File: src/core/flash_burst_map.vh
// Register map, field positions and timing counts of the flash read port.
`ifndef FLASH_BURST_MAP_VH
`define FLASH_BURST_MAP_VH

// Register byte offsets on the APB port.
`define CFG_OFFSET 12'h000
`define STAT_OFFSET 12'h004

// Configuration field positions.
`define CFG_WAIT_LSB 0
`define CFG_WAIT_MSB 3
`define CFG_MODE_LSB 4
`define CFG_MODE_MSB 5
`define CFG_EDGE_BIT 6
`define CFG_RDY_EARLY_BIT 7
`define CFG_SYNC_BIT 8
`define CFG_REDUCED_BIT 9
`define CFG_WIDTH 10

// Reset value: asynchronous mode, rising active edge.
`define CFG_RESET 10'h040

// Burst mode encodings.
`define MODE_CONT 2'h0
`define MODE_WRAP8 2'h1
`define MODE_WRAP16 2'h2
`define MODE_WRAP32 2'h3

// Word offsets inside a 64-word block.
`define OFS_3D 6'h3D
`define OFS_3E 6'h3E
`define OFS_3F 6'h3F

// Boundary gap length in active edges, less one.
`define GAP_COUNT 2'h1

// Slowest clock without extra latency and the derived period in cycles.
`define SLOW_FREQ_KHZ 6000
`define PCLK_FREQ_KHZ 250000
`define SLOW_PERIOD_CYC ((`PCLK_FREQ_KHZ) / (`SLOW_FREQ_KHZ))

`endif

File: src/core/flash_burst_read_interface.v
// Read-side bus interface of a banked burst flash with an APB config port.
//
// Design decisions made here: the APB interface to the registers and the placing of the registers.
`timescale 1ns/1ps
`default_nettype none
`include "flash_burst_map.vh"

module flash_burst_read_interface (
    // System clock and reset.
    input wire pclk,
    input wire presetn,
    // APB register port.
    input wire psel,
    input wire penable,
    input wire pwrite,
    input wire [11:0] paddr,
    input wire [31:0] pwdata,
    output reg [31:0] prdata,
    output reg pready,
    output reg pslverr,
    // Flash pins driven by the host controller.
    input wire burst_clk,
    input wire chip_select_n,
    input wire output_enable_n,
    input wire write_enable_n,
    input wire address_valid_strobe_n,
    input wire hw_reset_n,
    input wire [20:0] address_lines,
    // Flash data and ready pins.
    output reg [15:0] data_lines_out,
    output reg data_lines_oe,
    output reg ready,
    // Memory array and program/erase status on the system clock.
    output reg [20:0] array_addr,
    input wire [15:0] array_rdata,
    input wire [3:0] bank_busy,
    input wire [15:0] status_word
);

    // One-hot states of the read engine.
    localparam [6:0] ST_IDLE = 7'h01;
    localparam [6:0] ST_ASYNC = 7'h02;
    localparam [6:0] ST_LOAD = 7'h04;
    localparam [6:0] ST_WAIT = 7'h08;
    localparam [6:0] ST_BURST = 7'h10;
    localparam [6:0] ST_GAP = 7'h20;
    localparam [6:0] ST_STATUS = 7'h40;

    // Clock period threshold in system cycles for the saturating counter.
    localparam integer SLOW_FULL = `SLOW_PERIOD_CYC;
    // Only the low byte is kept; the threshold fits in eight bits.
    localparam [7:0] SLOW_CYC = SLOW_FULL[7:0];

    // First and second synchroniser stages for control pins.
    reg [5:0] pin_s1;
    reg [5:0] pin_s2;
    // First and second synchroniser stages for the address pins.
    reg [20:0] addr_s1;
    reg [20:0] addr_s2;
    // Previous clock and strobe levels for edge detection.
    reg clk_prev;
    reg avd_prev;
    // Configuration register.
    reg [`CFG_WIDTH-1:0] cfg;
    // Engine state.
    reg [6:0] state;
    // Initial wait counter.
    reg [4:0] wait_cnt;
    // Gap counter in active edges.
    reg [1:0] gap_cnt;
    // The first boundary gap of this burst is dropped.
    reg skip_gap;
    // Address of the word now on the data pins.
    reg [20:0] word_addr;
    // Burst clock period measurement.
    reg [7:0] period_cnt;
    reg slow;

    // Synchronised pin levels.
    wire clk_s = pin_s2[5];
    wire cs_n_s = pin_s2[4];
    wire oe_n_s = pin_s2[3];
    wire we_n_s = pin_s2[2];
    wire avd_n_s = pin_s2[1];
    wire rst_n_s = pin_s2[0];

    // Configuration fields.
    wire [3:0] cfg_wait = cfg[`CFG_WAIT_MSB:`CFG_WAIT_LSB];
    wire [1:0] cfg_mode = cfg[`CFG_MODE_MSB:`CFG_MODE_LSB];
    wire cfg_edge = cfg[`CFG_EDGE_BIT];
    wire cfg_rdy_early = cfg[`CFG_RDY_EARLY_BIT];
    wire cfg_sync = cfg[`CFG_SYNC_BIT];
    wire cfg_reduced = cfg[`CFG_REDUCED_BIT];

    // Active clock edge selected by the configuration.
    wire clk_rise = clk_s & ~clk_prev;
    wire clk_fall = ~clk_s & clk_prev;
    wire act = cfg_edge ? clk_rise : clk_fall;
    // Strobe rising edge ends the address phase.
    wire avd_rise = avd_n_s & ~avd_prev;

    // Conditions checked when leaving the word now presented.
    wire cont = (cfg_mode == `MODE_CONT);
    wire at_boundary = cont & (word_addr[5:0] == `OFS_3F)
        & cfg_reduced & ~skip_gap;
    wire bank_cross = cont & (word_addr[20:19] != array_addr[20:19]);
    wire bank_is_busy = bank_busy[array_addr[20:19]];

    // Extra initial cycles for starts near the end of a 64-word block.
    function [1:0] start_extra;
        input [5:0] ofs;
        input reduced;
        begin
            if (!reduced) begin
                start_extra = 2'h0;
            end else if (ofs == `OFS_3D) begin
                start_extra = 2'h1;
            end else if (ofs == `OFS_3E) begin
                start_extra = 2'h2;
            end else if (ofs == `OFS_3F) begin
                start_extra = 2'h3;
            end else begin
                start_extra = 2'h0;
            end
        end
    endfunction

    // Next burst address: linear rollover or wrap in an aligned group.
    function [20:0] next_address;
        input [20:0] a;
        input [1:0] mode;
        begin
            case (mode)
                `MODE_WRAP8: begin
                    next_address = {a[20:3], a[2:0] + 3'h1};
                end
                `MODE_WRAP16: begin
                    next_address = {a[20:4], a[3:0] + 4'h1};
                end
                `MODE_WRAP32: begin
                    next_address = {a[20:5], a[4:0] + 5'h01};
                end
                default: begin
                    next_address = a + 21'h000001;
                end
            endcase
        end
    endfunction

    // Two flip-flop synchronisers for every pin from the host.
    always @(posedge pclk or negedge presetn) begin
        if (!presetn) begin
            // The clock stage starts at its idle low level: no false edge.
            pin_s1 <= 6'h1E;
            pin_s2 <= 6'h1E;
            addr_s1 <= 21'h000000;
            addr_s2 <= 21'h000000;
            clk_prev <= 1'b0;
            avd_prev <= 1'b1;
        end else begin
            pin_s1 <= {burst_clk, chip_select_n, output_enable_n,
                       write_enable_n, address_valid_strobe_n, hw_reset_n};
            pin_s2 <= pin_s1;
            addr_s1 <= address_lines;
            addr_s2 <= addr_s1;
            clk_prev <= clk_s;
            avd_prev <= avd_n_s;
        end
    end

    // Measures the burst clock period between rising edges.
    // A stopped clock between bursts would otherwise read as slow.
    always @(posedge pclk or negedge presetn) begin
        if (!presetn) begin
            period_cnt <= 8'h00;
            slow <= 1'b0;
        end else if (!avd_n_s) begin
            // A new address restarts the measurement for this burst.
            period_cnt <= 8'h00;
            slow <= 1'b0;
        end else if (clk_rise) begin
            period_cnt <= 8'h00;
            slow <= (period_cnt >= SLOW_CYC);
        end else if (period_cnt != 8'hFF) begin
            period_cnt <= period_cnt + 8'h01;
            if (period_cnt >= SLOW_CYC) begin
                slow <= 1'b1;
            end
        end
    end

    // APB slave: no wait states, config write, status read.
    always @(posedge pclk or negedge presetn) begin
        if (!presetn) begin
            cfg <= `CFG_RESET;
            prdata <= 32'h00000000;
            pready <= 1'b0;
            pslverr <= 1'b0;
        end else begin
            pready <= psel & ~penable;
            if (psel & ~penable) begin
                // Setup phase: decode and prepare the answer.
                pslverr <= (paddr != `CFG_OFFSET) & (paddr != `STAT_OFFSET);
                if (paddr == `CFG_OFFSET) begin
                    prdata <= {22'h000000, cfg};
                end else if (paddr == `STAT_OFFSET) begin
                    prdata <= {3'h0, slow, state, word_addr};
                end else begin
                    prdata <= 32'h00000000;
                end
            end else if (!psel) begin
                pslverr <= 1'b0;
            end
            if (!rst_n_s) begin
                // The hardware reset pin restores the reset configuration.
                cfg <= `CFG_RESET;
            end else if (psel & penable & pready & pwrite
                         & (paddr == `CFG_OFFSET)) begin
                cfg <= pwdata[`CFG_WIDTH-1:0];
            end
        end
    end

    // Read engine on the sampled burst clock.
    always @(posedge pclk or negedge presetn) begin
        if (!presetn) begin
            state <= ST_IDLE;
            wait_cnt <= 5'h00;
            gap_cnt <= 2'h0;
            skip_gap <= 1'b0;
            word_addr <= 21'h000000;
            array_addr <= 21'h000000;
            data_lines_out <= 16'h0000;
            data_lines_oe <= 1'b0;
            ready <= 1'b0;
        end else if (!rst_n_s || cs_n_s) begin
            // Deselect or reset pin ends any burst and floats the pins.
            state <= ST_IDLE;
            data_lines_oe <= 1'b0;
            ready <= 1'b0;
        end else begin
            // Drive only while the host reads and a word can exist.
            data_lines_oe <= ~oe_n_s & ~state[0] & ~state[2];
            if (!avd_n_s && we_n_s) begin
                // Low strobe: follow the address, restart any burst.
                array_addr <= addr_s2;
                word_addr <= addr_s2;
                ready <= cfg_sync ? 1'b0 : 1'b1;
                state <= cfg_sync ? ST_LOAD : ST_ASYNC;
            end else begin
                case (state)
                    ST_ASYNC: begin
                        // Address held from the strobe rise; word follows.
                        data_lines_out <= array_rdata;
                        ready <= 1'b1;
                    end
                    ST_LOAD: begin
                        if (avd_rise) begin
                            wait_cnt <= {1'b0, cfg_wait}
                                + {3'h0, start_extra(word_addr[5:0],
                                                     cfg_reduced)}
                                + {4'h0, slow};
                            skip_gap <= cfg_reduced
                                & (word_addr[5:0] >= `OFS_3E);
                            state <= ST_WAIT;
                        end
                    end
                    ST_WAIT: begin
                        if (act) begin
                            if (wait_cnt == 5'h00) begin
                                // First word of the burst.
                                data_lines_out <= array_rdata;
                                ready <= 1'b1;
                                array_addr <= next_address(array_addr,
                                                           cfg_mode);
                                state <= ST_BURST;
                            end else begin
                                wait_cnt <= wait_cnt - 5'h01;
                                ready <= cfg_rdy_early
                                    & (wait_cnt == 5'h01);
                            end
                        end
                    end
                    ST_BURST: begin
                        if (act) begin
                            if (word_addr[5:0] == `OFS_3F) begin
                                skip_gap <= 1'b0;
                            end
                            if (bank_cross && bank_is_busy) begin
                                // Busy bank: status only, clock ignored.
                                data_lines_out <= status_word;
                                ready <= 1'b1;
                                state <= ST_STATUS;
                            end else if (at_boundary || bank_cross) begin
                                gap_cnt <= `GAP_COUNT;
                                ready <= 1'b0;
                                state <= ST_GAP;
                            end else if (slow) begin
                                gap_cnt <= 2'h0;
                                ready <= 1'b0;
                                state <= ST_GAP;
                            end else begin
                                // Advance the counter and present a word.
                                data_lines_out <= array_rdata;
                                ready <= 1'b1;
                                word_addr <= array_addr;
                                array_addr <= next_address(array_addr,
                                                           cfg_mode);
                            end
                        end
                    end
                    ST_GAP: begin
                        if (act) begin
                            if (gap_cnt == 2'h0) begin
                                // Gap over: present the pending word.
                                data_lines_out <= array_rdata;
                                ready <= 1'b1;
                                word_addr <= array_addr;
                                array_addr <= next_address(array_addr,
                                                           cfg_mode);
                                state <= ST_BURST;
                            end else begin
                                gap_cnt <= gap_cnt - 2'h1;
                            end
                        end
                    end
                    ST_STATUS: begin
                        // Holds status until a new strobe restarts.
                        data_lines_out <= status_word;
                        ready <= 1'b1;
                    end
                    default: begin
                        // Idle waits for a strobe with select low.
                        ready <= 1'b0;
                        state <= ST_IDLE;
                    end
                endcase
            end
        end
    end

endmodule
`default_nettype wire

File: config.mk
export PLATFORM = sky130hd
export DESIGN_NAME = flash_burst_read_interface
export DESIGN_NICKNAME = d
export VERILOG_FILES = /design/src/core/flash_burst_read_interface.v
export VERILOG_INCLUDE_DIRS = /design/src /design/src/core
export SDC_FILE = /design/constraint.sdc
export NUM_CORES = 1
export LEC_CHECK = 0
export BUFFER_PORTS_ARGS = -buffer_cell sky130_fd_sc_hd__clkbuf_2
export CAP_MARGIN = 15
export CORE_ASPECT_RATIO = 1.75
export CORE_MARGIN = 3
export CORE_UTILIZATION = 59
export CTS_BUF_LIST = sky130_fd_sc_hd__clkbuf_16
export CTS_CLUSTER_DIAMETER = 40
export CTS_CLUSTER_SIZE = 30
export DETAILED_ROUTE_END_ITERATION = 8
export PLACE_DENSITY = 0.85
export RECOVER_POWER = 50
export SLEW_MARGIN = 0
export SYNTH_ARGS = -nofsm -noshare
export SYNTH_HDL_FRONTEND = slang
export SYNTH_SLANG_ARGS = --single-unit
File: constraint.sdc
create_clock -name pclk -period 3.4 [get_ports pclk]
set_input_delay 0.17 -clock pclk [delete_from_list [all_inputs] [get_ports pclk]]
set_output_delay 0.17 -clock pclk [all_outputs]
set_load 0.005 [all_outputs]
==> results.py <==
metrics = {
    "sta": {
        "final.period_utilization": 0.868,
        "holdWs_ns": 0.0176,
        "hold_vio_cnt_final": 0,
        "rsz_0062_raised_after_global_routing": "no",
        "slew_at_the_pin_with_the_worst_max_slew_slack_ns": 2.38,
        "setup-tns-final_ns": 0,
        "max-slew-margin-rel": -0.585,
        "clock_skew_ns": 0.0115,
        "timing.fmax_mhz": 339,
        "layout_min_cycle_time_ns": 2.95,
        "report.final.slew_viol_count": 141,
        "report.final.setup_viol": 0,
    },
    "place": {
        "port-buffer-count": 159,
        "hpwlAfterDp_um": 16800,
        "globalplace.congestion": 0.964,
    },
    "cts": {
        "post_cts_resize_count": 0,
        "clock-sinks": 181,
        "clk_buf_depth": 2,
        "worstSkewPairLatency_ns": 0.44,
        "htree_levels": 4,
        "clkTransAtPathRegs_ns": 0.07,
        "postCtsSetupBuffers": 0,
        "cts-buffers-inserted": 17,
        "ctsRootBufferMaster": "clkbuf_16",
        "cts_tree": "done",
    },
    "worst_setup_path": {
        "cp.arrival_ns": 3.27,
        "crit_required_ns": 3.72,
        "timing.critical_path.from_type": "register",
        "r2r.worst_path.cells": 6,
        "critical_path_peak_fanout": 11,
        "worst_setup_path_end_kind": "register",
        "critPathKind": "register to register",
    },
    "yosys": {
        "synth.largest_area_cell": "dfrtp_1",
        "flops_latches_synth": 181,
        "synth_enable_flop_cells": 0,
        "synth_cell_type_count": 76,
        "ys_seq_area_frac": 0.520,
        "yosys_warnings": 0,
        "ys_dominant_reg_cell": "dfrtp_1",
        "synth_cells": 871,
        "biggest_area_contributors_in_the_synthesized_netlist": "dfrtp_1 (49%), nand2_1 (4.3%), nor2_1 (3.8%)",
        "synth.top_cell.area_share": 0.487,
        "synth_top_cells_by_count": "dfrtp_1 (170), nand2_1 (99), nor2_1 (88)",
        "postSynthAreaPerCell_um2": 10.0,
        "synth.cell_area_um2": 8730,
        "synthArstFlopShare": 1.00,
        "yosysMostFrequentCell": "dfrtp_1",
    },
    "finish": {
        "antenna_cells": 0,
        "area.growth.synth_to_final_pct": 20.2,
        "drive_gt1_frac": 0.199,
        "n_fill_cell": 1038,
        "nNetsFinal": 1170,
        "post-route-util": 0.727,
    },
    "pwr": {
        "combinationalPowerShare": 0.125,
        "seq_power_share": 0.490,
        "intPower_w": 0.00353,
        "total_switching_power_w": 0.00148,
        "leakage_nw": 4.62,
        "p_per_area_nw_per_um2": 477,
        "switching_share": 0.295,
        "power.ir.vdd_worst_mv": 0.407,
        "finalPower_w": 0.00501,
        "clkPwrFrac": 0.385,
    },
    "floorplan": {
        "area_of_the_placeable_core_um2": 14400,
        "placementRows": 58,
        "die-area_um2": 16400,
        "initial_core_util": 0.605,
        "ios": 185,
        "dieHeight_um": 167,
        "chipWidth_um": 98.0,
    },
    "min_path": {
        "timing.hold.worst_path_depth": 3,
        "timing.hold.worst.class": "primary input to register",
    },
    "global_routing": {
        "gr-usage-all-layers": 0.303,
        "antenna_violations_before_repair": 0,
        "grt_pass1_vias": 7887,
        "globalRoute.totalOverflow": 0,
        "grt_pass1_wl_um": 39500,
        "grt_start_max_net_pins": 100,
    },
    "route": {
        "drtAntennaViolNets": 0,
        "vias": 7790,
        "detail_route.wirelength_um": 24500,
        "first_iter_violations": 703,
        "first_pass_iters": 8,
        "post_drt_via_cell_ratio": 6.28,
        "wl_per_cell_um": 19.8,
        "detail_route.drc_violations": 0,
    },
    "outcome": {
        "failed_checks": "max-capacitance violations, max-slew violations",
        "run_status": "finished with violations",
    },
    "run": {
        "max-cap-violations": 2,
    },
}
## power by group through the flow
stage / Clock (W) / Combinational (W) / Sequential, W
after detailed placement: 0 / 0.000590 / 0.00249
after CTS: 0.00194 / 0.000625 / 0.00245
final: 0.00193 / 0.000627 / 0.00246
after global routing: 0.00202 / 0.000694 / 0.00247
after floorplan: 0 / 0.000356 / 0.00244
after global placement: 0 / 0.000571 / 0.00249
## path summary, 6_finish.rpt
path	startpoint	endpoint	slack, ns
max	state[1]	array_addr[12]	0.45
min	pwdata[7]	cfg[7]	0.02
max reg2reg	state[1]	array_addr[12]	0.45
min reg2reg	addr_s1[11]	addr_s2[11]	0.35
max in group asynchronous	presetn	pin_s2[3]	0.94
min in group asynchronous	presetn	pready	1.00
## critical path, cell delays in order (launching register included)
cell	delay (ns)
dfrtp_1	0.49
nor4_1	0.41
o211ai_1	0.34
nor4_1	0.78
a31o_2	0.44
o21ai_0	0.16
a22o_1	0.21
## timing repair
| action | in CTS | in global routing |
|---|---|---|
| endpoints found under the hold margin | 115 | 0 |
| endpoints found under the setup margin | 0 | 0 |
| hold buffers | 30 | 0 |
## layout make-up
class / instances / area [um2] / area share
Multi-Input combinational cell: 624 / 3900 / 0.371
Sequential cell: 181 / 4540 / 0.433
Tap cell: 180 / 225 / 0.0214
Inverter: 15 / 56.3 / 0.00536
Clock buffer: 17 / 425 / 0.0405
Clock inverter: 15 / 160 / 0.0153
Timing Repair Buffer: 208 / 1190 / 0.113
## logic make-up after synthesis
kind of cell | Yosys count | synth area share
simple gates | 336 | 0.189
compound gates | 234 | 0.191
flops | 181 | 0.520
buf+inv | 68 | 0.0347
mux | 29 | 0.0352
fa+ha+maj | 11 | 0.0175
xor+xnor | 11 | 0.0110
other cells | 1 | 0.000429
## registers in the layout (all words and copies together) (netlist names), 2 cells and up
register,count
gap_cnt,2
prdata,29
state,7
period_cnt,8
array_addr,21
wait_cnt,5
addr_s2,21
word_addr,21
pin_s1,6
data_lines_out,16
addr_s1,21
cfg,10
pin_s2,6
## metal layers
metal | GRT usage | share of wire
met1 | 0.331 | 0.34
met4 | 0.165 | 0.049
met5 | 0 | 0
met2 | 0.554 | 0.54
met3 | 0.0469 | 0.063
## through the flow
step | cells | cell area, um2 | setup slack [ns]
3_5_place_dp | 1178 | 9670 | 0.691
3_3_place_gp | 1178 | 9670 | 0.788
5_1_grt | 1240 | 10500 | 0.375
4_1_cts | 1240 | 10600 | 0.603
6_report | 1240 | 10500 | 0.450
2_1_floorplan | 873 | 8740 | 1.15
## cell usage in the layout, fill, tap and decap left out, types with 8 or more instances in the layout
master / netlist / routed
o21ai_0: 26 / 26
inv_1: 14 / 14
a31oi_1: 22 / 22
a211oi_1: 18 / 18
ha_1: 9 / 9
o41ai_1: 11 / 11
nor4_1: 12 / 12
dfrtp_1: 170 / 170
o22ai_1: 23 / 23
dfstp_2: 11 / 10
buf_4: 4 / 18
clkbuf_16: 0 / 17
nand3_1: 17 / 17
nand2b_1: 14 / 14
a22o_1: 22 / 22
o31ai_1: 14 / 14
nand2_1: 99 / 99
a21oi_1: 54 / 54
dlygate4sd3_1: 0 / 30
nor2_1: 88 / 88
nand4_1: 17 / 17
mux2i_1: 27 / 27
clkbuf_1: 29 / 36
nor3_1: 17 / 17
xor2_1: 8 / 8
clkbuf_2: 3 / 124
nor2b_1: 16 / 14
and2_1: 21 / 21
Power figures use the tool's default switching activity.
